### src/bsq_pkg.sv
// What this block does
// - preheat warm-up limited to 400 seconds
// - pre-purge/pre-ignition lasts 15 s, fan+ignition on
// - stray-light window 5 s, safety time 5 s
// - ignition 7 s after valve one; valve two +20s
// - led shows current phase code when not locked
// - every phase has a pulse code; wait/preheat share one, safety/post share one
// - lockout keeps the led lit for 10 s between cause codes
// - every 10 s: dark 0.6 s, cause code, dark 1.2 s
// - lockout light cycle repeats until reset
// - lockout cause kept in nonvolatile memory
// - no flame by safety end locks out
// - flame in stray-light window locks out
// - no thermostat close in 400 s locks out
// - manual lockout has own code
// - one button clears lockout and forces lockout
// - undervoltage stops operation, no self restart meanwhile
// - stray-light check at end of pre-purge
// - button held over 3 s, released, shuts down
// - undervoltage cleared starts a new start-up
package bsq_pkg;
    // timebase
    localparam int CLK_NS = 40;
    localparam int TICK_MS = 100;
    localparam int TICK_CYCLES = (TICK_MS * 1000000) / CLK_NS;
    localparam int TW = 12;
    // documented times in milliseconds, converted to ticks
    localparam int PREHEAT_MAX_MS = 400000;
    localparam int PREPURGE_MS = 15000;
    localparam int STRAY_WIN_MS = 5000;
    localparam int SAFETY_MS = 5000;
    localparam int POST_IGN_MS = 7000;
    localparam int STAGE2_MS = 20000;
    localparam int LOCK_LIT_MS = 10000;
    localparam int LOCK_DARK1_MS = 600;
    localparam int LOCK_DARK2_MS = 1200;
    localparam int BTN_HOLD_MS = 3000;
    localparam int PULSE_SHORT_MS = 200;
    localparam int PULSE_LONG_MS = 600;
    localparam int PULSE_GAP_MS = 200;
    localparam int CODE_PAUSE_MS = 1000;
    localparam logic [TW-1:0] PREHEAT_MAX_T = TW'(PREHEAT_MAX_MS / TICK_MS);
    localparam logic [TW-1:0] PREPURGE_T = TW'(PREPURGE_MS / TICK_MS);
    localparam logic [TW-1:0] STRAY_START_T = TW'((PREPURGE_MS - STRAY_WIN_MS) / TICK_MS);
    localparam logic [TW-1:0] SAFETY_T = TW'(SAFETY_MS / TICK_MS);
    localparam logic [TW-1:0] POST_REST_T = TW'((POST_IGN_MS - SAFETY_MS) / TICK_MS);
    localparam logic [TW-1:0] STAGE2_REST_T = TW'((STAGE2_MS - POST_IGN_MS) / TICK_MS);
    localparam logic [TW-1:0] LOCK_LIT_T = TW'(LOCK_LIT_MS / TICK_MS);
    localparam logic [TW-1:0] LOCK_DARK1_T = TW'(LOCK_DARK1_MS / TICK_MS);
    localparam logic [TW-1:0] LOCK_DARK2_T = TW'(LOCK_DARK2_MS / TICK_MS);
    localparam logic [TW-1:0] BTN_HOLD_T = TW'(BTN_HOLD_MS / TICK_MS);
    localparam logic [TW-1:0] PULSE_SHORT_T = TW'(PULSE_SHORT_MS / TICK_MS);
    localparam logic [TW-1:0] PULSE_LONG_T = TW'(PULSE_LONG_MS / TICK_MS);
    localparam logic [TW-1:0] PULSE_GAP_T = TW'(PULSE_GAP_MS / TICK_MS);
    localparam logic [TW-1:0] CODE_PAUSE_T = TW'(CODE_PAUSE_MS / TICK_MS);
    // wishbone register map
    localparam logic [3:0] CTRL_ADDR = 4'h0;
    localparam logic [3:0] STAT_ADDR = 4'h4;
    localparam int CTRL_TWO_STAGE = 0;
    localparam int STAT_CAUSE_LSB = 4;
    localparam int STAT_OUT_LSB = 8;
    localparam logic CTRL_RESET = 1'b0;
    // sequencer phases
    typedef enum logic [3:0] {
        ST_WAIT = 4'h0, ST_PREHEAT = 4'h1, ST_PURGE = 4'h2, ST_SAFETY = 4'h3,
        ST_POST = 4'h4, ST_STAGE2 = 4'h5, ST_RUN = 4'h6, ST_UNDERV = 4'h7,
        ST_DEFECT = 4'h8, ST_LOCK = 4'h9
    } bsq_state_t;
    // lockout causes, zero means none stored
    typedef enum logic [2:0] {
        CA_NONE = 3'h0, CA_NOFLAME = 3'h1, CA_STRAY = 3'h2, CA_THERMO = 3'h3,
        CA_MANUAL = 3'h4
    } bsq_cause_t;
    // led sequencer states
    typedef enum logic [2:0] {
        LD_LIT = 3'h0, LD_DARK1 = 3'h1, LD_SYM_ON = 3'h2, LD_SYM_OFF = 3'h3,
        LD_DARK2 = 3'h4
    } bsq_led_t;
    // pulse code: count of symbols and a mask of long ones, first symbol in bit 0
    localparam int CODE_W = 8;
endpackage : bsq_pkg

### src/bsq_sequencer.sv
module bsq_sequencer #(
    parameter int TICK_CYCLES = bsq_pkg::TICK_CYCLES
) (
    // clock and reset
    input wire logic clk_i,
    input wire logic rst_i,
    // wishbone slave
    input wire logic cyc_i,
    input wire logic stb_i,
    input wire logic we_i,
    input wire logic [3:0] adr_i,
    input wire logic [3:0] sel_i,
    input wire logic [31:0] dat_i,
    output logic [31:0] dat_o,
    output logic ack_o,
    // field inputs, asynchronous
    input wire logic thermostat_i,
    input wire logic preheat_ready_i,
    input wire logic flame_i,
    input wire logic button_i,
    input wire logic undervolt_i,
    input wire logic fault_i,
    // nonvolatile cause store
    input wire logic [2:0] nv_cause_i,
    output logic nv_wr_o,
    output logic [2:0] nv_cause_o,
    // burner outputs and indicator
    output logic motor_o,
    output logic ignition_o,
    output logic valve1_o,
    output logic valve2_o,
    output logic preheater_o,
    output logic alarm_o,
    output logic led_o
);
    localparam int NIN = 6;
    localparam int PW = $clog2(TICK_CYCLES + 1);

    // symbol count in [7:5], long mask in [4:0]
    function automatic logic [bsq_pkg::CODE_W-1:0] code_of(input logic [3:0] st,
                                                           input logic [2:0] ca);
        logic [bsq_pkg::CODE_W-1:0] c;
        c = {3'h1, 5'h00};
        if (st == bsq_pkg::ST_LOCK)
        begin
            case (ca)
                bsq_pkg::CA_NOFLAME: c = {3'h5, 5'h00};
                bsq_pkg::CA_STRAY: c = {3'h3, 5'h02};
                bsq_pkg::CA_THERMO: c = {3'h5, 5'h18};
                default: c = {3'h5, 5'h1f};
            endcase
        end
        else
        begin
            case (st)
                bsq_pkg::ST_WAIT, bsq_pkg::ST_PREHEAT: c = {3'h2, 5'h00};
                bsq_pkg::ST_PURGE: c = {3'h4, 5'h00};
                bsq_pkg::ST_SAFETY, bsq_pkg::ST_POST: c = {3'h2, 5'h01};
                bsq_pkg::ST_STAGE2: c = {3'h3, 5'h01};
                bsq_pkg::ST_UNDERV: c = {3'h3, 5'h00};
                bsq_pkg::ST_DEFECT: c = {3'h2, 5'h02};
                default: c = {3'h1, 5'h00};
            endcase
        end
        return c;
    endfunction : code_of

    // three-stage input synchronisers; a level counts when stages two and three agree
    logic [NIN-1:0] s1_reg, s2_reg, s3_reg, in_reg, in_next;
    wire [NIN-1:0] pins = {fault_i, undervolt_i, button_i, flame_i, preheat_ready_i,
                           thermostat_i};
    assign in_next = (s2_reg == s3_reg) ? s3_reg : in_reg;
    always_ff @(posedge clk_i)
    begin
        if (rst_i)
        begin
            s1_reg <= '0;
            s2_reg <= '0;
            s3_reg <= '0;
            in_reg <= '0;
        end
        else
        begin
            s1_reg <= pins;
            s2_reg <= s1_reg;
            s3_reg <= s2_reg;
            in_reg <= in_next;
        end
    end
    wire therm = in_reg[0];
    wire pre_ok = in_reg[1];
    wire flame = in_reg[2];
    wire btn = in_reg[3];
    wire uv = in_reg[4];
    wire defect = in_reg[5];

    // single timebase
    logic [PW-1:0] pre_reg;
    logic tick_reg;
    wire pre_end = (pre_reg == PW'(TICK_CYCLES - 1));
    always_ff @(posedge clk_i)
    begin
        if (rst_i)
        begin
            pre_reg <= '0;
            tick_reg <= 1'b0;
        end
        else
        begin
            pre_reg <= pre_end ? '0 : pre_reg + PW'(1);
            tick_reg <= pre_end;
        end
    end

    // wishbone slave
    logic ack_reg, two_stage_reg;
    logic [31:0] dat_reg;
    wire bus_req = cyc_i & stb_i & ~ack_reg;
    wire ctrl_wr = bus_req & we_i & sel_i[0] & (adr_i == bsq_pkg::CTRL_ADDR);

    // button hold measurement
    logic btn_d_reg;
    logic [bsq_pkg::TW-1:0] hold_reg;
    wire btn_rel = btn_d_reg & ~btn;
    wire long_rel = btn_rel & (hold_reg > bsq_pkg::BTN_HOLD_T);
    always_ff @(posedge clk_i)
    begin
        if (rst_i)
        begin
            btn_d_reg <= 1'b0;
            hold_reg <= '0;
        end
        else
        begin
            btn_d_reg <= btn;
            if (!btn)
                hold_reg <= '0;
            else if (tick_reg && hold_reg != bsq_pkg::PREHEAT_MAX_T)
                hold_reg <= hold_reg + bsq_pkg::TW'(1);
        end
    end

    // sequencer
    bsq_pkg::bsq_state_t st_reg, st_next;
    bsq_pkg::bsq_cause_t cause_reg, cause_next;
    logic [bsq_pkg::TW-1:0] ph_reg;
    logic boot_reg;
    wire active = (st_reg != bsq_pkg::ST_LOCK) && (st_reg != bsq_pkg::ST_UNDERV)
                  && (st_reg != bsq_pkg::ST_DEFECT);
    wire running_phase = active && (st_reg != bsq_pkg::ST_WAIT);
    logic [bsq_pkg::TW-1:0] ph_len;
    always_comb
    begin
        case (st_reg)
            bsq_pkg::ST_PREHEAT: ph_len = bsq_pkg::PREHEAT_MAX_T;
            bsq_pkg::ST_PURGE: ph_len = bsq_pkg::PREPURGE_T;
            bsq_pkg::ST_SAFETY: ph_len = bsq_pkg::SAFETY_T;
            bsq_pkg::ST_POST: ph_len = bsq_pkg::POST_REST_T;
            bsq_pkg::ST_STAGE2: ph_len = bsq_pkg::STAGE2_REST_T;
            default: ph_len = bsq_pkg::PREHEAT_MAX_T;
        endcase
    end
    wire ph_end = tick_reg && (ph_reg >= ph_len - bsq_pkg::TW'(1));

    always_comb
    begin
        st_next = st_reg;
        cause_next = cause_reg;
        if (boot_reg)
        begin
            // a cause stored before power loss puts us straight back into lockout
            if (nv_cause_i != bsq_pkg::CA_NONE)
            begin
                st_next = bsq_pkg::ST_LOCK;
                cause_next = bsq_pkg::bsq_cause_t'(nv_cause_i);
            end
        end
        else if (st_reg == bsq_pkg::ST_LOCK)
        begin
            if (btn_rel)
            begin
                st_next = bsq_pkg::ST_WAIT;
                cause_next = bsq_pkg::CA_NONE;
            end
        end
        else if (defect)
            st_next = bsq_pkg::ST_DEFECT;
        else if (uv)
            st_next = bsq_pkg::ST_UNDERV;
        else if (st_reg == bsq_pkg::ST_UNDERV || st_reg == bsq_pkg::ST_DEFECT)
            st_next = bsq_pkg::ST_WAIT;
        else if (long_rel)
        begin
            st_next = bsq_pkg::ST_LOCK;
            cause_next = bsq_pkg::CA_MANUAL;
        end
        else if (running_phase && !therm)
            st_next = bsq_pkg::ST_WAIT;
        else
        begin
            case (st_reg)
                bsq_pkg::ST_WAIT:
                    if (therm)
                        st_next = bsq_pkg::ST_PREHEAT;
                bsq_pkg::ST_PREHEAT:
                    if (pre_ok)
                        st_next = bsq_pkg::ST_PURGE;
                    else if (ph_end)
                    begin
                        st_next = bsq_pkg::ST_LOCK;
                        cause_next = bsq_pkg::CA_THERMO;
                    end
                bsq_pkg::ST_PURGE:
                    if (flame && ph_reg >= bsq_pkg::STRAY_START_T)
                    begin
                        st_next = bsq_pkg::ST_LOCK;
                        cause_next = bsq_pkg::CA_STRAY;
                    end
                    else if (ph_end)
                        st_next = bsq_pkg::ST_SAFETY;
                bsq_pkg::ST_SAFETY:
                    if (ph_end)
                    begin
                        if (flame)
                            st_next = bsq_pkg::ST_POST;
                        else
                        begin
                            st_next = bsq_pkg::ST_LOCK;
                            cause_next = bsq_pkg::CA_NOFLAME;
                        end
                    end
                bsq_pkg::ST_POST, bsq_pkg::ST_STAGE2, bsq_pkg::ST_RUN:
                    if (!flame)
                    begin
                        st_next = bsq_pkg::ST_LOCK;
                        cause_next = bsq_pkg::CA_NOFLAME;
                    end
                    else if (ph_end && st_reg == bsq_pkg::ST_POST)
                        st_next = two_stage_reg ? bsq_pkg::ST_STAGE2 : bsq_pkg::ST_RUN;
                    else if (ph_end && st_reg == bsq_pkg::ST_STAGE2)
                        st_next = bsq_pkg::ST_RUN;
                default: st_next = st_reg;
            endcase
        end
    end

    always_ff @(posedge clk_i)
    begin
        if (rst_i)
        begin
            st_reg <= bsq_pkg::ST_WAIT;
            cause_reg <= bsq_pkg::CA_NONE;
            ph_reg <= '0;
            boot_reg <= 1'b1;
            nv_wr_o <= 1'b0;
            nv_cause_o <= bsq_pkg::CA_NONE;
        end
        else
        begin
            st_reg <= st_next;
            cause_reg <= cause_next;
            boot_reg <= 1'b0;
            if (st_next != st_reg)
                ph_reg <= '0;
            else if (tick_reg && st_reg != bsq_pkg::ST_RUN)
                ph_reg <= ph_reg + bsq_pkg::TW'(1);
            // the store follows every change of cause except the restore in the boot cycle, clearing included
            nv_wr_o <= !boot_reg && (cause_next != cause_reg);
            nv_cause_o <= cause_next;
        end
    end

    // outputs
    wire v1_on = (st_reg == bsq_pkg::ST_SAFETY) || (st_reg == bsq_pkg::ST_POST)
                 || (st_reg == bsq_pkg::ST_STAGE2) || (st_reg == bsq_pkg::ST_RUN);
    always_ff @(posedge clk_i)
    begin
        if (rst_i)
        begin
            motor_o <= 1'b0;
            ignition_o <= 1'b0;
            valve1_o <= 1'b0;
            valve2_o <= 1'b0;
            preheater_o <= 1'b0;
            alarm_o <= 1'b0;
        end
        else
        begin
            motor_o <= (st_reg == bsq_pkg::ST_PURGE) || v1_on;
            ignition_o <= (st_reg == bsq_pkg::ST_PURGE) || (st_reg == bsq_pkg::ST_SAFETY)
                          || (st_reg == bsq_pkg::ST_POST);
            valve1_o <= v1_on;
            valve2_o <= (st_reg == bsq_pkg::ST_RUN) && two_stage_reg;
            // the heater stays fed in lockout, as the wiring does
            preheater_o <= running_phase || (st_reg == bsq_pkg::ST_LOCK);
            alarm_o <= (st_reg == bsq_pkg::ST_LOCK);
        end
    end

    // led sequencer
    bsq_pkg::bsq_led_t ld_reg, ld_next;
    logic [bsq_pkg::TW-1:0] lt_reg;
    logic [2:0] sym_reg;
    logic led_reg;
    wire lock = (st_reg == bsq_pkg::ST_LOCK);
    wire [bsq_pkg::CODE_W-1:0] code = code_of(st_reg, cause_reg);
    wire [2:0] code_len = code[7:5];
    wire sym_long = code[sym_reg];
    wire last_sym = (sym_reg + 3'h1 >= code_len);
    logic [bsq_pkg::TW-1:0] ld_len;
    always_comb
    begin
        case (ld_reg)
            bsq_pkg::LD_LIT: ld_len = bsq_pkg::LOCK_LIT_T;
            bsq_pkg::LD_DARK1: ld_len = bsq_pkg::LOCK_DARK1_T;
            bsq_pkg::LD_SYM_ON: ld_len = sym_long ? bsq_pkg::PULSE_LONG_T : bsq_pkg::PULSE_SHORT_T;
            bsq_pkg::LD_SYM_OFF: ld_len = bsq_pkg::PULSE_GAP_T;
            default: ld_len = lock ? bsq_pkg::LOCK_DARK2_T : bsq_pkg::CODE_PAUSE_T;
        endcase
    end
    wire ld_end = tick_reg && (lt_reg >= ld_len - bsq_pkg::TW'(1));
    always_comb
    begin
        ld_next = ld_reg;
        if (ld_end)
        begin
            case (ld_reg)
                bsq_pkg::LD_LIT: ld_next = bsq_pkg::LD_DARK1;
                bsq_pkg::LD_DARK1: ld_next = bsq_pkg::LD_SYM_ON;
                bsq_pkg::LD_SYM_ON:
                    ld_next = last_sym ? bsq_pkg::LD_DARK2 : bsq_pkg::LD_SYM_OFF;
                bsq_pkg::LD_SYM_OFF: ld_next = bsq_pkg::LD_SYM_ON;
                bsq_pkg::LD_DARK2:
                    ld_next = lock ? bsq_pkg::LD_LIT : bsq_pkg::LD_SYM_ON;
                default: ld_next = bsq_pkg::LD_SYM_ON;
            endcase
        end
    end
    always_ff @(posedge clk_i)
    begin
        if (rst_i)
        begin
            ld_reg <= bsq_pkg::LD_SYM_ON;
            lt_reg <= '0;
            sym_reg <= '0;
            led_reg <= 1'b0;
        end
        else if (st_next != st_reg)
        begin
            // a phase change restarts the pattern so no half code is shown
            ld_reg <= (st_next == bsq_pkg::ST_LOCK) ? bsq_pkg::LD_LIT : bsq_pkg::LD_SYM_ON;
            lt_reg <= '0;
            sym_reg <= '0;
            led_reg <= 1'b0;
        end
        else
        begin
            ld_reg <= ld_next;
            lt_reg <= ld_end ? '0 : (tick_reg ? lt_reg + bsq_pkg::TW'(1) : lt_reg);
            if (ld_end && ld_reg == bsq_pkg::LD_SYM_OFF)
                sym_reg <= sym_reg + 3'h1;
            else if (ld_end && ld_reg != bsq_pkg::LD_SYM_ON)
                sym_reg <= '0;
            led_reg <= (ld_reg == bsq_pkg::LD_LIT) || (ld_reg == bsq_pkg::LD_SYM_ON);
        end
    end
    assign led_o = led_reg;

    // bus registers: one cycle answer, unmapped reads give zero
    wire [31:0] stat_word = {20'h00000, alarm_o, preheater_o, valve2_o, valve1_o,
                             1'b0, cause_reg, st_reg};
    wire [31:0] rd_word = (adr_i == bsq_pkg::CTRL_ADDR) ? {31'h0, two_stage_reg} :
                          (adr_i == bsq_pkg::STAT_ADDR) ? stat_word : 32'h0;
    always_ff @(posedge clk_i)
    begin
        if (rst_i)
        begin
            ack_reg <= 1'b0;
            dat_reg <= '0;
            two_stage_reg <= bsq_pkg::CTRL_RESET;
        end
        else
        begin
            ack_reg <= bus_req;
            dat_reg <= bus_req ? rd_word : dat_reg;
            if (ctrl_wr)
                two_stage_reg <= dat_i[bsq_pkg::CTRL_TWO_STAGE];
        end
    end
    assign ack_o = ack_reg;
    assign dat_o = dat_reg;
endmodule : bsq_sequencer

### config.mk
export PLATFORM = sky130hd
export DESIGN_NAME = bsq_sequencer
export DESIGN_NICKNAME = d
export VERILOG_FILES = /design/src/bsq_pkg.sv /design/src/bsq_sequencer.sv
export SDC_FILE = /design/constraint.sdc
export NUM_CORES = 1
export LEC_CHECK = 0
export ABC_AREA = 1
export BUFFER_PORTS_ARGS = -buffer_cell sky130_fd_sc_hd__buf_2
export CORE_ASPECT_RATIO = 0.8
export CORE_MARGIN = 5
export CORE_UTILIZATION = 44
export CTS_BUF_LIST = sky130_fd_sc_hd__clkbuf_4 sky130_fd_sc_hd__clkbuf_8
export CTS_CLUSTER_SIZE = 20
export DETAILED_ROUTE_END_ITERATION = 8
export MAX_ROUTING_LAYER = met4
export PLACE_DENSITY = 0.67
export RECOVER_POWER = 100
export SETUP_SLACK_MARGIN = 0.5
export SYNTH_ARGS = -nofsm -noshare
export SYNTH_HDL_FRONTEND = slang
export SYNTH_SLANG_ARGS = --single-unit
### constraint.sdc
create_clock -name clk_i -period 3.6 [get_ports clk_i]
set_input_delay 0.18 -clock clk_i [delete_from_list [all_inputs] [get_ports clk_i]]
set_output_delay 0.18 -clock clk_i [all_outputs]
set_load 0.05 [all_outputs]
Yosys cells after proc, flatten, opt, wreduce, memory -nomap -nowiden
Memory sizes are Yosys's and may differ from the RTL's. A register that Yosys moved wholly into a read port is not among the register bits.
Cells that the tools add are included.

storage, ports and cells
  flip-flop bits (word level) = 140
  ROM bits = 80
  bits of input ports = 54
  word-level logic and storage cells = 171
  memories = 1

memory list
  name             depth  width  rd ports  clocked after Yosys merged registers in  write ports  RTL line             text
  (no name shown)  16     5      1         1                                        0            bsq_sequencer.sv:55  case (st)

cells by class
  $add $sub $neg = 7
  order comparisons = 6
  eq/ne operators = 28
  muxes and demuxes = 56
  bitwise gates (word level) = 9
  reductions and logical operators = 38

operator list
  operator                                                                               count
  4-bit two-way mux                                                                      20
  3-bit two-way mux                                                                      21
  12-bit case mux with 4 select lines                                                    1
  12-bit by 1-bit adder with 12-bit output (second input constant)                       3
  7-bit case mux with 4 select lines                                                     1
  12-bit greater-or-equal comparator                                                     2
  12-bit two-way mux                                                                     2
  8-bit case mux with 3 select lines                                                     1
  12-bit by 1-bit subtractor with 12-bit output (second input constant)                  2
  22-bit by 1-bit adder with 22-bit output (second input constant)                       1
  22-bit == test (second input constant)                                                 1
  4-bit by 3-bit == test with 1-bit output (second input constant)                       5
  4-bit case mux with 5 select lines                                                     1
  1-bit logical AND                                                                      15
  3-bit by 2-bit == test with 1-bit output (second input constant)                       4
  4-bit == test (second input constant)                                                  3
  12-bit by 7-bit greater-or-equal comparator with 1-bit output (second input constant)  1
  12-bit by 5-bit > comparator with 1-bit output (second input constant)                 1
  12-bit inequality test (second input constant)                                         1
  3-bit case mux with 4 select lines                                                     1
  1-bit logical OR                                                                       9
  3-bit case mux with 3 select lines                                                     1
  4-bit by 2-bit == test with 1-bit output (second input constant)                       2
  4-bit zero test                                                                        2
  25 further kinds                                                                       43

Depth between registers and ports, before layout
Gate-level depths: netlist of the first run.

  depth in word-level cells = 20
  gate-level depth with buffers = 35
  mapped depth without buffers = 34

Worst setup path after synthesis of the first run
OpenSTA, ideal clock, no wires.

  kind = reg-to-reg
  start = register cause_reg[2]
  end = register sym_reg[2]
  library setup time = 0.116 ns
  data arrival time = 3.527 ns
  data required time = 3.484 ns
  slack = -0.043 ns
  cell stages (with the launch flop) = 25
  period minus slack after synthesis = 3.643 ns
  path through = dfxtp_1 inv_1 o21ai_0 nand2_1 inv_1 nor2_1 a221oi_1 nor3_1 a311oi_1 a21oi_1 ha_1 ha_1 ha_1 ha_1 a21oi_1 o21ai_0 nand2_1 o2111ai_1 nand2_1 inv_1 nand4_1 inv_1 a22o_1 inv_1 nor2_1

on the way
  word-level cells in the longest chain between the ends = 12
  elaborated cells between the ends (all ways) = 16
  classes of those cells = add/sub: 1; order compare: 1; eq/ne: 3; mux: 7; reduce/logical: 4

ends and longest elaborated chain
  what                                                                                                         RTL line                                    text
  start: declaration                                                                                           bsq_sequencer.sv:145                        bsq_pkg::bsq_cause_t cause_reg, cause_next;
  start signal: assignment                                                                                     bsq_sequencer.sv:252                        cause_reg <= bsq_pkg::CA_NONE;
  start signal: assignment                                                                                     bsq_sequencer.sv:261                        cause_reg <= cause_next;
  3-bit by 2-bit == test with 1-bit output / 3-bit by 1-bit == test with 1-bit output (equally long branches)  bsq_sequencer.sv:46                         case (ca)
  8-bit case mux with 3 select lines *                                                                         bsq_sequencer.sv:46
  8-bit two-way mux *                                                                                          bsq_sequencer.sv:44                         if (st == bsq_pkg::ST_LOCK)
  1-bit binary-select mux with 3-bit select *                                                                  bsq_sequencer.sv:308                        wire sym_long = code[sym_reg];
  1-bit two-way mux (implied by the code) *                                                                    bsq_sequencer.sv:308
  3-bit two-way mux *                                                                                          bsq_sequencer.sv:316                        bsq_pkg::LD_SYM_ON: ld_len = sym_long ? bsq_pkg::PULSE_LONG_T : bsq_pkg::PULSE_SHORT_T;
  7-bit case mux with 4 select lines *                                                                         bsq_sequencer.sv:313                        case (ld_reg)
  12-bit by 1-bit subtractor with 12-bit output *                                                              bsq_sequencer.sv:321                        wire ld_end = tick_reg && (lt_reg >= ld_len - bsq_pkg::TW'(1));
  12-bit greater-or-equal comparator *                                                                         bsq_sequencer.sv:321
  1-bit logical AND *                                                                                          bsq_sequencer.sv:321
  1-bit logical AND (on tied branches)                                                                         bsq_sequencer.sv:360, bsq_sequencer.sv:362
  3-bit two-way mux / 2-bit nonzero test (equally long branches)                                               n/a
  end signal: assignment                                                                                       bsq_sequencer.sv:361                        sym_reg <= sym_reg + 3'h1;
  end: declaration                                                                                             bsq_sequencer.sv:303                        logic [2:0] sym_reg;

Every way passes the cells marked *; elsewhere a longest branch is shown, timed or not. The select of a mux whose other input is x is not followed.
A chain may end at the register's enable or synchronous reset.

Final worst setup path of the first run
  start = register st_reg[3]
  end = register ph_reg[10] (netlist bit)

on the way
  word-level cells in the longest chain between the ends = 19
  elaborated cells between the ends (all ways) = 49
  classes of those cells = add/sub: 1; order compare: 1; eq/ne: 14; mux: 20; reduce/logical: 13

ends and longest elaborated chain
  what                                                              RTL line                                                          text
  start: declaration                                                bsq_sequencer.sv:144                                              bsq_pkg::bsq_state_t st_reg, st_next;
  start signal: assignment                                          bsq_sequencer.sv:251                                              st_reg <= bsq_pkg::ST_WAIT;
  start signal: assignment                                          bsq_sequencer.sv:260                                              st_reg <= st_next;
  4-bit by 3-bit == test with 1-bit output (tied with other cells)  bsq_sequencer.sv:154, bsq_sequencer.sv:201, bsq_sequencer.sv:240
  12-bit case mux with 4 select lines                               bsq_sequencer.sv:154                                              case (st_reg)
  12-bit by 1-bit subtractor with 12-bit output                     bsq_sequencer.sv:163                                              wire ph_end = tick_reg && (ph_reg >= ph_len - bsq_pkg::TW'(1));
  12-bit greater-or-equal comparator                                bsq_sequencer.sv:163
  1-bit logical AND                                                 bsq_sequencer.sv:163
  1-bit logical AND                                                 bsq_sequencer.sv:240                                              else if (ph_end && st_reg == bsq_pkg::ST_STAGE2)
  4-bit two-way mux                                                 bsq_sequencer.sv:240
  4-bit two-way mux                                                 bsq_sequencer.sv:238                                              else if (ph_end && st_reg == bsq_pkg::ST_POST)
  (+3 left out)                                                     n/a
  4-bit two-way mux                                                 bsq_sequencer.sv:192                                              else if (long_rel)
  4-bit two-way mux                                                 bsq_sequencer.sv:190                                              else if (st_reg == bsq_pkg::ST_UNDERV || st_reg == bsq_pkg::ST_DEFECT)
  4-bit two-way mux                                                 bsq_sequencer.sv:188                                              else if (uv)
  4-bit two-way mux                                                 bsq_sequencer.sv:186                                              else if (defect)
  4-bit two-way mux                                                 bsq_sequencer.sv:178                                              else if (st_reg == bsq_pkg::ST_LOCK)
  4-bit two-way mux                                                 bsq_sequencer.sv:169                                              if (boot_reg)
  4-bit inequality test                                             bsq_sequencer.sv:263                                              if (st_next != st_reg)
  2-bit OR reduction (no line)                                      n/a
  end signal: assignment                                            bsq_sequencer.sv:266                                              ph_reg <= ph_reg + bsq_pkg::TW'(1);
  end: declaration                                                  bsq_sequencer.sv:146                                              logic [bsq_pkg::TW-1:0] ph_reg;

Parallel ways exist; a longest one is shown, timed or not.

==> results.txt, run 1 <==
- The via count of the first global-routing pass came to 5,816.
- The worst-case IR drop observed on VDD is 0.0003068 V.
* Vias per cell: 4.793
- Setup repair after global routing could not meet its margin everywhere.
* Latest clock arrival within the worst-skew pair: 0.44 ns
* Post-synthesis register bit count: 124
- Ratio of final minimum period to clock period: 103.7%
* Slew at the pin with the worst max-slew slack: 1.598 ns
- Gr usage total: 18.41%
- Remaining max-slew budget at the tightest pin: -6.532%
- Final Hold Violating Endpoints: 0
- Net count of the finished layout: 1,180
* Pin count of the biggest net entering global routing: 34
- Die footprint: 0.01840 mm^2
- During I/O placement, the number of pins put on the boundary was 98.
* Yosys cell types: 53
* H-tree depth: 4
* Crit path required time: 3.98 ns
- CTS clk-pin slew, worst paths: 0.08 ns
- Global routing finished with a remaining overflow of 0.
- Routability congestion estimate: 0.8719
- The initial antenna violation count came to 0.
- Average routed wire per standard cell: 11.90 um
- Floorplan row count: 41
- The critical path in this run is classified as flop to flop.
* Crit path top cell by count: sky130_fd_sc_hd__nand2_2
* Max-slew violation total from the final report: 34
- Crit path max-delay family: simple AND/OR/NAND/NOR gates
* Number of input and output port buffers inserted: 42
* Wire length after detailed routing: 15,670 um
- At the worst endpoint, the arrival time is 4.12 ns.
- The checks that failed: capacitance limit, slew limit, setup timing.
- The floorplan step defined a core boundary enclosing 0.01565 mm^2.
- DR vias: 6,307
* Power density over cell area: 424.9 mW/mm^2
- Avg Inst Size Synth: 7.105 um^2
* LEAKAGE: 3.825 nW
- Number of antenna repair diodes: 0
- The number of clock buffers added by TritonCTS is 17.
- For this block, the initial DRC count from the detailed router was 435.
- The worst path in the final design needs a cycle of 3.733 ns, including I/O delays and setup.
- CP Launch Type: flop
* Clock tree from TritonCTS: yes
* Number of standard cells after synthesis: 977
* Nature of the critical path endpoint: flop
- Clock tree synthesis found a total of 124 sinks.
- The first detailed-routing pass ran for 5 iterations.
- First-pass GRT wire length: 26,550 um
* Slowest library cell on the worst path: sky130_fd_sc_hd__dfxtp_2
* Commonest cells after routing, fill and taps aside: sky130_fd_sc_hd__nand2_1, sky130_fd_sc_hd__inv_1, sky130_fd_sc_hd__dfxtp_1, sky130_fd_sc_hd__nor2_1, sky130_fd_sc_hd__a21oi_1
- Worst-path fanout max: 5
- Once detail routing completed, the nets flagged for antenna violations numbered 0.
- Together, buffers and inverters on the worst path number 7.
* HPWL reported at the end of detailed placement: 11,140 um
- Yosys synthesis warning count: 0
- Setup violations remaining at the end of the flow were counted as 34.
- Hold Crit Class: primary input to flop
- Total non-filler cell area in the finished layout: 0.008677 mm^2
- Master cell of the clock root buffer: sky130_fd_sc_hd__clkbuf_8
- Starting density of the core: 44.37%
- Fraction of layout cells with a size suffix above 1: 20.89%
- Based on the critical path, the design can be clocked at up to 0.2679 GHz.
- Most area-consuming cells after synthesis: sky130_fd_sc_hd__dfxtp_1, sky130_fd_sc_hd__nand2_1, sky130_fd_sc_hd__inv_1
* Buffers from clock root to sink, at most: 2
- Detailed-route DRC error count: 0
* Number of enable-type register cells in the synthesized netlist: 0
* Final Power: 3.687 mW
- Once routing completed, OpenROAD measured the worst setup slack at -0.1333 ns.
- Number of flip-flops in the largest register: 22
- Vert. Die Dim: 122.3 um
- # Max-Cap Violations: 1
- Sequential elements use 35.76% of the synthesized area.
- Post-placement cell area: 0.007576 mm^2
* Primary flip-flop cell chosen by synthesis mapping: sky130_fd_sc_hd__dfxtp_1
* Post-synth top area share: 35.76%
- Measured along the x axis, the die boundary spans 150.4 um.
- Of all cell types, the one taking the most synthesized area is sky130_fd_sc_hd__dfxtp_1.
- Synth-to-layout area growth: 25.00%
* Critical Path Max Stage Delay: 0.33 ns
- Run status: complete, but fails checks
- Worst clock skew: 0.01391 ns
- After synthesis, the share of flip-flops with an asynchronous set or reset is 0%.
* Most frequent standard cell in the layout excluding fill and tap cells: sky130_fd_sc_hd__nand2_1
- Netlist area before placement: 0.006942 mm^2
-- stage by stage --
step	cells	worst slack, ns	utilization, %	hold slack (ns)	setup TNS [ns]
2_1_floorplan	1000	0.1905	-	0.2077	0
3_3_place_gp	1248	0.03278	48.42	0.3784	0
3_5_place_dp	1248	-0.02246	48.42	0.3856	-0.09068
4_1_cts	1313	0.01828	54.21	0.08291	0
5_1_grt	1316	-0.4355	55.46	0.1476	-14.24
6_report	1316	-0.1333	55.46	0.1234	-3.519
-- cell type report --
| class | count | area [um^2] |
|---|---|---|
| Inverter | 154 | 590.6 |
| Timing Repair Buffer | 108 | 847.1 |
| Tap cell | 215 | 269.0 |
| Fill cell | 1478 | 6969 |
| Sequential cell | 124 | 2492 |
| Multi-Input combinational cell | 683 | 4058 |
| Clock buffer | 18 | 247.7 |
| Clock inverter | 14 | 172.7 |
-- worst min-delay path: cells and delay by family --
kind	cells	cell delay [ns]
buffers and inverters	1	0.10
AOI/OAI and AO/OA	1	0.11
and+or+nand+nor	2	0.15
-- synth_stat cells (2+ instances only) --
master	number
sky130_fd_sc_hd__o2111ai_1	2
sky130_fd_sc_hd__nor2_1	107
sky130_fd_sc_hd__conb_1	2
sky130_fd_sc_hd__xor2_1	19
sky130_fd_sc_hd__inv_2	8
sky130_fd_sc_hd__a211oi_1	2
sky130_fd_sc_hd__a31oi_1	3
sky130_fd_sc_hd__nor3_1	26
sky130_fd_sc_hd__nor4_1	7
sky130_fd_sc_hd__buf_6	2
sky130_fd_sc_hd__nand3_1	47
sky130_fd_sc_hd__nand2_2	3
sky130_fd_sc_hd__nor3b_1	5
sky130_fd_sc_hd__nand2_1	197
sky130_fd_sc_hd__o31ai_1	2
sky130_fd_sc_hd__o21a_1	5
sky130_fd_sc_hd__buf_4	21
sky130_fd_sc_hd__buf_2	2
sky130_fd_sc_hd__and3_1	3
sky130_fd_sc_hd__xnor2_1	11
sky130_fd_sc_hd__nor2_4	12
sky130_fd_sc_hd__o21ai_1	3
sky130_fd_sc_hd__inv_1	144
sky130_fd_sc_hd__clkbuf_1	13
sky130_fd_sc_hd__nand4_1	15
sky130_fd_sc_hd__o211ai_1	13
sky130_fd_sc_hd__nor2_2	15
sky130_fd_sc_hd__dfxtp_1	124
sky130_fd_sc_hd__a21oi_1	53
sky130_fd_sc_hd__ha_1	38
sky130_fd_sc_hd__o21ai_0	51
-- report_power, final --
group	switching, mW	leakage (nW)	internal (mW)
logic	0.567	2.60	0.362
registers	0.0373	1.01	1.42
clock network	0.632	0.215	0.664
-- repair_timing --
item / in CTS / in global routing
gates resized for setup: 52 / 50
hold buffers: 10 / 0
cloned: 3 / 0
setup endpoints to repair: 43 / 43
setup buffers: 20 / 3
pin swaps: 20 / 21
hold endpoints to repair: 8 / 0
-- kinds of logic after synthesis --
logic type	count (synthesis)	synth area share [%]
compound gates	145	12.04
buf+inv	193	12.13
simple gates	444	29.18
flops	124	35.76
mux	1	0.1442
other cells	2	0.1082
xor+xnor	30	3.785
fa+ha+maj	38	6.849
-- metal layers --
metal  track usage [%]  vias to the layer above  share of wire (%)
met5                 -                        -                  0
met4             6.286                        0                1.3
met3             4.024                       15                4.6
met2             27.22                      130                 44
met1             24.97                     2834                 50
li1                  -                     3328                  -
-- worst paths after layout --
path	from	endpoint	slack, ns	depth (start not counted)
worst max-delay path	st_reg[3]	ph_reg[10]	-0.13	32
worst min-delay path	nv_cause_i[0]	cause_reg[0]	0.12	4
worst max register to register	st_reg[3]	ph_reg[10]	-0.13	32
worst min register to register	s1_reg[4]	s2_reg[4]	0.40	2
No activity file was read; power rests on OpenSTA's default activity.
==> run 2, diff against run 1 <==
--- a/config.mk
+++ b/config.mk
@@ -11,10 +11,10 @@
 export CORE_MARGIN = 5
 export CORE_UTILIZATION = 44
 export CTS_BUF_LIST = sky130_fd_sc_hd__clkbuf_4 sky130_fd_sc_hd__clkbuf_8
-export CTS_CLUSTER_SIZE = 20
+export CTS_CLUSTER_SIZE = 16
 export DETAILED_ROUTE_END_ITERATION = 8
 export MAX_ROUTING_LAYER = met4
-export PLACE_DENSITY = 0.67
+export PLACE_DENSITY = 0.65
 export RECOVER_POWER = 100
 export SETUP_SLACK_MARGIN = 0.5
 export SYNTH_ARGS = -nofsm -noshare
==> constraint.sdc (replaced) <==
create_clock -name clk_i -period 4.6 [get_ports clk_i]
set_input_delay 0.23 -clock clk_i [delete_from_list [all_inputs] [get_ports clk_i]]
set_output_delay 0.23 -clock clk_i [all_outputs]
set_load 0.05 [all_outputs]
==> results.txt, run 2 (synthesis results as in run 1) <==
- Slew at the pin with the worst max-slew slack: 1.687 ns (+0.08854 ns)
- The number of input and output port buffers inserted was 42 (unchanged).
- The effective utilization at floorplan is 44.37% (unchanged).
- Final Power: 2.777 mW (-25%)
* Max-slew violation total from the final report: 35 (+2.9%)
* Area of the core: 0.01565 mm^2 (unchanged)
* H-tree depth: 4 (unchanged)
- The first-pass iteration count of the detailed router was 7 (+2).
- CP Launch Type: flop
* TritonCTS Buffers: 17 (unchanged)
- Clock tree from TritonCTS: yes
* Gr usage total: 17.56% (-0.85 points)
* Routability congestion estimate: 0.9046 (+3.8%)
* Die outline width: 150.4 um (unchanged)
* Violations in the final reports: capacitance limit, slew limit
- Number of antenna repair diodes: 0 (unchanged)
- Pin count of the biggest net entering global routing: 35 (+2.9%)
* Nature of the critical path endpoint: flop
- The critical path is of the flop to flop type.
- Vias per cell: 4.788 (about the same)
* Critical Path Max Stage Delay: 0.33 ns (about the same)
- The number of DRC markers in iteration 0 was 393 (-9.7%).
- The final net count was 1,145 (-3.0%).
- The total number of vias came to 6,134 (-2.7%).
- Final Hold Violating Endpoints: 0 (unchanged)
- The die area was 0.01840 mm^2 (unchanged).
- The highest clock rate came to 0.2544 GHz (-5.0%).
* Filler instances: 1,560 (+5.5%)
- The static leakage came to 3.548 nW (-7.2%).
- Remaining Overflow, GRT: 0 (unchanged)
- Wire length after detailed routing: 15,230 um (-2.8%)
- Remaining max-slew budget at the tightest pin: -12.43% (-5.9 points)
- Ratio of final minimum period to clock period: 85.44% (-18 points)
- CTS clk-pin slew, worst paths: 0.09 ns (about the same)
- Accumulated negative setup slack: 0 ns (+3.519 ns)
* Latest clock arrival within the worst-skew pair: 0.45 ns (about the same)
- Synth-to-layout area growth: 15.41%
- Crit path top cell by count: sky130_fd_sc_hd__nand2_1
- Crit path required time: 4.98 ns (+1.00 ns)
- The library cells used most frequently in the layout, excluding fill and tap cells, are sky130_fd_sc_hd__nand2_1, sky130_fd_sc_hd__inv_1, sky130_fd_sc_hd__dfxtp_1, sky130_fd_sc_hd__nor2_1, sky130_fd_sc_hd__a21oi_1.
- Worst clock skew: 0.01587 ns (+0.001957 ns)
* HPWL reported at the end of detailed placement: 11,080 um (-0.46%)
- Power density over cell area: 346.7 mW/mm^2 (-18%)
- The maximum fanout encountered on the critical timing path came to 12 (+7).
- Vert. Die Dim: 122.3 um (unchanged)
* Data arrival time of the worst path: 4.31 ns (+0.19 ns)
- Setup repair after global routing could not meet its margin everywhere.
* Fraction of layout cells with a size suffix above 1: 13.23% (-7.7 points)
* First-pass GRT wire length: 25,450 um (-4.1%)
- The worst IR drop on VDD came to 0.0002428 V (-21%).
* Average routed wire per standard cell: 11.89 um (-0.15%)
- Buffers from clock root to sink, at most: 2 (unchanged)
- Most frequent standard cell in the layout excluding fill and tap cells: sky130_fd_sc_hd__nand2_1
- The I/O pin count was 98 (unchanged).
- Number of global-route vias before repair: 5,535 (-4.8%)
- The post-layout minimum cycle time came to 3.930 ns (+0.1969 ns).
- The remaining design rule violation count came to 0 (unchanged).
* Floorplan row count: 41 (unchanged)
- The count of max-cap constraint violations was 1 (unchanged).
* Antenna violations before repair: 0 (unchanged)
- The flip-flop count of the largest register, all copies and words added was 22 (unchanged).
* # setup viols final: 0 (-100%)
- Slowest library cell on the worst path: sky130_fd_sc_hd__dfxtp_2
- Num Clock Sinks: 124 (unchanged)
* Hold Crit Class: primary input to flop
* Master cell of the clock root buffer: sky130_fd_sc_hd__clkbuf_8
* Run status: complete, but fails checks
- The count of nets left with antenna violations after detail routing is 0 (unchanged).
run 2: cell count changes in the layout (fill, tap and decap cells not counted), moves of 8 or more:
cell,before,now
sky130_fd_sc_hd__buf_4,38,21
sky130_fd_sc_hd__ha_4,8,0
sky130_fd_sc_hd__nand2_1,169,193
sky130_fd_sc_hd__nand2_2,27,7
sky130_fd_sc_hd__nor2_1,89,101
sky130_fd_sc_hd__nor2_2,27,16
sky130_fd_sc_hd__o21ai_0,41,49
run 2: final timing paths:
path	startpoint	end	slack, ns	cells past startpoint
worst max-delay path	st_reg[3]	ph_reg[0]	0.67	34
worst min-delay path	stb_i	ack_o	0.05	3
worst max register to register	st_reg[3]	ph_reg[0]	0.67	34
worst min register to register	s1_reg[0]	s2_reg[0]	0.41	2
run 2: final cells by class:
| class | count | area [um^2] | area share [%] |
|---|---|---|---|
| Inverter | 154 | 594.3 | 7.418 |
| Sequential cell | 124 | 2494 | 31.13 |
| Tap cell | 215 | 269.0 | 3.358 |
| Clock buffer | 17 | 234.0 | 2.921 |
| Clock inverter | 15 | 198.9 | 2.483 |
| Timing Repair Buffer | 72 | 432.9 | 5.404 |
| Multi-Input combinational cell | 684 | 3789 | 47.29 |
run 2: repair_timing:
action / 4_1_cts / 5_1_grt
hold buffers: 6 / 0
endpoints found under the setup margin: 14 / 36
pin swaps: 0 / 7
setup buffers: 0 / 15
gates cloned: 0 / 1
resized for setup: 2 / 37
hold endpoints to repair: 6 / 0
run 2: power by group:
part	internal, mW	switching, mW
Clock	0.514	0.529
Sequential	1.11	0.0327
Combinational	0.190	0.398
run 2: worst max-delay path, delay by kind of cell (launching register included):
family                     cells  cell delay, ns
and+or+nand+nor               23            1.98
adders and majority gates      3            0.60
AOI/OAI and AO/OA              1            0.06
DFF                            1            0.33
buffers and inverters          7            0.85
run 2: layer usage:
layer / share of wire, % / vias up / global-route usage (%)
li1: - / 3265 / -
met2: 42 / 116 / 25.37
met1: 52 / 2744 / 24.59
met5: 0 / - / -
met4: 0.91 / 0 / 4.743
met3: 4.4 / 9 / 4.171
run 2: stage by stage:
stage | utilization (%) | setup slack [ns] | instances | instance area, um^2 | hold slack (ns)
6_report | 51.20 | 0.6699 | 1281 | 8011 | 0.04582
5_1_grt | 51.20 | 0.2174 | 1281 | 8011 | 0.02974
4_1_cts | 50.04 | 0.5025 | 1265 | 7830 | 0.006415
3_5_place_dp | 46.84 | 0.4311 | 1227 | 7328 | 0.3947
3_3_place_gp | 46.84 | 0.5368 | 1227 | 7328 | 0.3910
2_1_floorplan | - | 0.9572 | 1000 | 7028 | 0.2577
==> run 3, diff against run 2 <==
--- a/config.mk
+++ b/config.mk
@@ -10,7 +10,6 @@
 export CORE_ASPECT_RATIO = 0.8
 export CORE_MARGIN = 5
 export CORE_UTILIZATION = 44
-export CTS_BUF_LIST = sky130_fd_sc_hd__clkbuf_4 sky130_fd_sc_hd__clkbuf_8
 export CTS_CLUSTER_SIZE = 16
 export DETAILED_ROUTE_END_ITERATION = 8
 export MAX_ROUTING_LAYER = met4
==> results.txt, run 3 (synthesis results as in run 1) <==
* HPWL reported at the end of detailed placement: 11,080 um (unchanged)
- Iter 0 DRT Violations: 475 (+21%)
- The critical path's largest stage delay is 0.41 ns (+0.08 ns).
* Crit path required time: 4.96 ns (-0.02 ns)
* Commonest cells after routing, fill and taps aside: sky130_fd_sc_hd__nand2_1, sky130_fd_sc_hd__inv_1, sky130_fd_sc_hd__dfxtp_1, sky130_fd_sc_hd__nor2_1, sky130_fd_sc_hd__a21oi_1
- Clock tree from TritonCTS: yes
- For this design, the slowest cell found on the critical path is sky130_fd_sc_hd__dfxtp_4.
* Post-route ant nets: 0 (unchanged)
* Flop-to-flop setup slack: 0.71 ns (+0.04 ns)
* Number of flip-flops in the largest register: 22 (unchanged)
- Power density over cell area: 384.8 mW/mm^2 (+11%)
- Number of placed cells counting well taps: 1,227 (unchanged)
* DR vias: 6,140 (+0.098%)
- The post-layout minimum cycle time was 3.893 ns (-0.03733 ns).
- The total core area is 0.01565 mm^2 (unchanged).
- The routed wire length was 15,280 um (+0.35%).
* Number of optimization iterations in the first detailed-route pass: 5 (-2)
- The share of layout cells above drive strength 1 was 13.08% (-0.15 points).
- The net load switching power came to 1.009 mW (+5.2%).
- In this run the critical register-to-register path is launched from st_reg[1].
- The post-route fraction of the period consumed by the critical path is 84.63% (-0.81 points).
* Net count of the finished layout: 1,142 (-0.26%)
- The effective utilization at floorplan was 44.37% (unchanged).
- CTS clk-pin slew, worst paths: 0.06 ns (-0.03 ns)
- Min-Delay Startpoint: button_i
* H-tree depth: 4 (unchanged)
- Latest clock arrival within the worst-skew pair: 0.43 ns (-0.02 ns)
* Worst-case setup margin in the final layout: 0.7072 ns (+0.03733 ns)
- The overall power after layout is 3.140 mW (+13%).
- The worst-margin pin slew was 1.635 ns (-0.05119 ns).
- Crit Reg-Reg Endpoint: ld_reg[0]
* Master cell of the clock root buffer: sky130_fd_sc_hd__clkbuf_16
* Buffers from clock root to sink, at most: 2 (unchanged)
- The via count of the first global-routing pass is 5,560 (+0.45%).
* Number of antenna repair diodes: 0 (unchanged)
* Clk pwr share: 44.9% (+7.3 points)
- Floorplan row count: 41 (unchanged)
- Vert. Die Dim: 122.3 um (unchanged)
- The final setup violation count is 0 (unchanged).
- The path with the worst hold slack has its endpoint at s1_reg[3].
* Num Clock Sinks: 124 (unchanged)
* Antenna violations before repair: 0 (unchanged)
* Worst IR drop on VDD: 0.0003017 V (+24%)
* Average routed wire per standard cell: 11.96 um (+0.58%)
* Worst clock skew: 0.01526 ns (-0.0006043 ns)
- The overall die width is 150.4 um (unchanged).
* Part of the total power dissipated in combinational logic: 18.5% (-2.6 points)
- In this run the worst hold path is classified as primary input to flop.
- Final Hold Violating Endpoints: 0 (unchanged)
- Routability congestion estimate: 0.9046 (unchanged)
- The register share of total power is 36.6% (-4.7 points).
* Remaining max-slew budget at the tightest pin: -9.022% (+3.4 points)
- Run status: complete, but fails checks
- The largest net degree at the start of global routing was 35 (unchanged).
- The routed via count divided by cell count came to 4.804 (+0.33%).
- Unrepaired setup endpoints after global routing: false
- Die footprint: 0.01840 mm^2 (unchanged)
* Most frequent standard cell in the layout excluding fill and tap cells: sky130_fd_sc_hd__nand2_1
- CP Launch Type: flop
* Fraction of power spent switching nets: 32.12% (-2.4 points)
* Remaining Overflow, GRT: 0 (unchanged)
- # IOs: 98 (unchanged)
- The buffering stage count on the worst path with inverters included is 3 (-4).
* TritonCTS Buffers: 17 (unchanged)
* Timing-limited maximum frequency: 0.2569 GHz (+0.96%)
- Post-Layout Cell Count: 1,278 (-0.23%)
* Crit path top cell by count: sky130_fd_sc_hd__nand2_1
* Internal power component: 2.132 mW (+17%)
* Max-slew violation total from the final report: 35 (unchanged)
- The cell family contributing the most delay on the critical path is simple AND/OR/NAND/NOR gates.
- The post-placement worst setup slack came to 0.4311 ns (unchanged).
- Detailed-route DRC error count: 0 (unchanged)
- Data arrival time of the worst path: 4.25 ns (-0.06 ns)
* Worst-path fanout max: 12 (unchanged)
* First-pass GRT wire length: 25,670 um (+0.84%)
- Number of input and output port buffers inserted: 42 (unchanged)
* Critical setup path kind: flop to flop
- The worst-case reg-to-reg path depth was 28 (-18%).
- Accumulated negative setup slack: 0 ns (unchanged)
- Violations in the final reports: capacitance limit, slew limit
* LEAKAGE: 3.628 nW (+2.3%)
* Worst hold path depth: 3 (unchanged)
* # Max-Cap Violations: 1 (unchanged)
- Synth-to-layout area growth: 17.56%
- The total global-route track usage came to 17.78% (+0.23 points).
- Nature of the critical path endpoint: flop
* Timing startpoint of the critical path: st_reg[1]
==> run 3: cell types whose count changed in the layout (fill, tap and decap cells not counted), sizes merged <==
cell,before,now
buf,41,40
dlygate4sd3,6,4
==> run 3: routing by layer <==
metal	part of all wire [%]	track usage, %	vias up
li1	-	-	3266
met1	51	24.65	2727
met4	0.90	5.257	0
met2	43	25.85	136
met3	5.1	4.171	11
met5	0	-	-
==> run 3: power groups by stage <==
| stage | Sequential, mW | Combinational (mW) | Clock (mW) |
|---|---|---|---|
| finish | 1.15 | 0.581 | 1.41 |
| floorplan | 1.21 | 0.394 | 0 |
| global route | 1.15 | 0.652 | 1.50 |
| detailed placement | 1.17 | 0.533 | 0 |
| CTS | 1.15 | 0.542 | 1.45 |
| global placement | 1.17 | 0.528 | 0 |
==> run 3: worst max path at each step <==
stage / end / slack, ns / cells after the start
finish: ld_reg[0] / 0.71 / 28
global route: ph_reg[11] / 0.24 / 28
CTS: ld_reg[0] / 0.48 / 30
global placement: lt_reg[1] / 0.54 / 29
floorplan: sym_reg[2] / 0.96 / 24
detailed placement: lt_reg[1] / 0.43 / 23
==> run 3: final cells by class <==
type / instances / area [um^2]
clock buffer: 17 / 425.4
clock inverter: 15 / 198.9
timing repair buffer: 69 / 405.4
fill: 1545 / 7486
sequential: 124 / 2494
tap: 215 / 269.0
multi-input combinational: 684 / 3779
inverter: 154 / 589.3
==> run 3: worst min-delay path: cells and delay by family <==
family / cells / cell delay [ns]
buffers and inverters: 2 / 0.14
AND/OR/NAND/NOR: 1 / 0.03
==> run 3: timing repair <==
action / CTS / global route
hold endpoints to repair: 4 / 0
gates cloned: 0 / 1
buffers inserted: 0 / 14
setup endpoints to repair: 12 / 36
pin swaps: 0 / 7
resized for setup: 1 / 34
hold buffers: 4 / 0
==> run 3: per-stage QoR <==
step	cell area, um^2	hold slack (ns)	utilization (%)
3_5_place_dp	7328	0.3947	46.84
5_1_grt	8160	0.01636	52.16
6_report	8160	0.007057	52.16
4_1_cts	8000	0.0001866	51.13
3_3_place_gp	7328	0.3910	46.84
2_1_floorplan	7028	0.2577	-
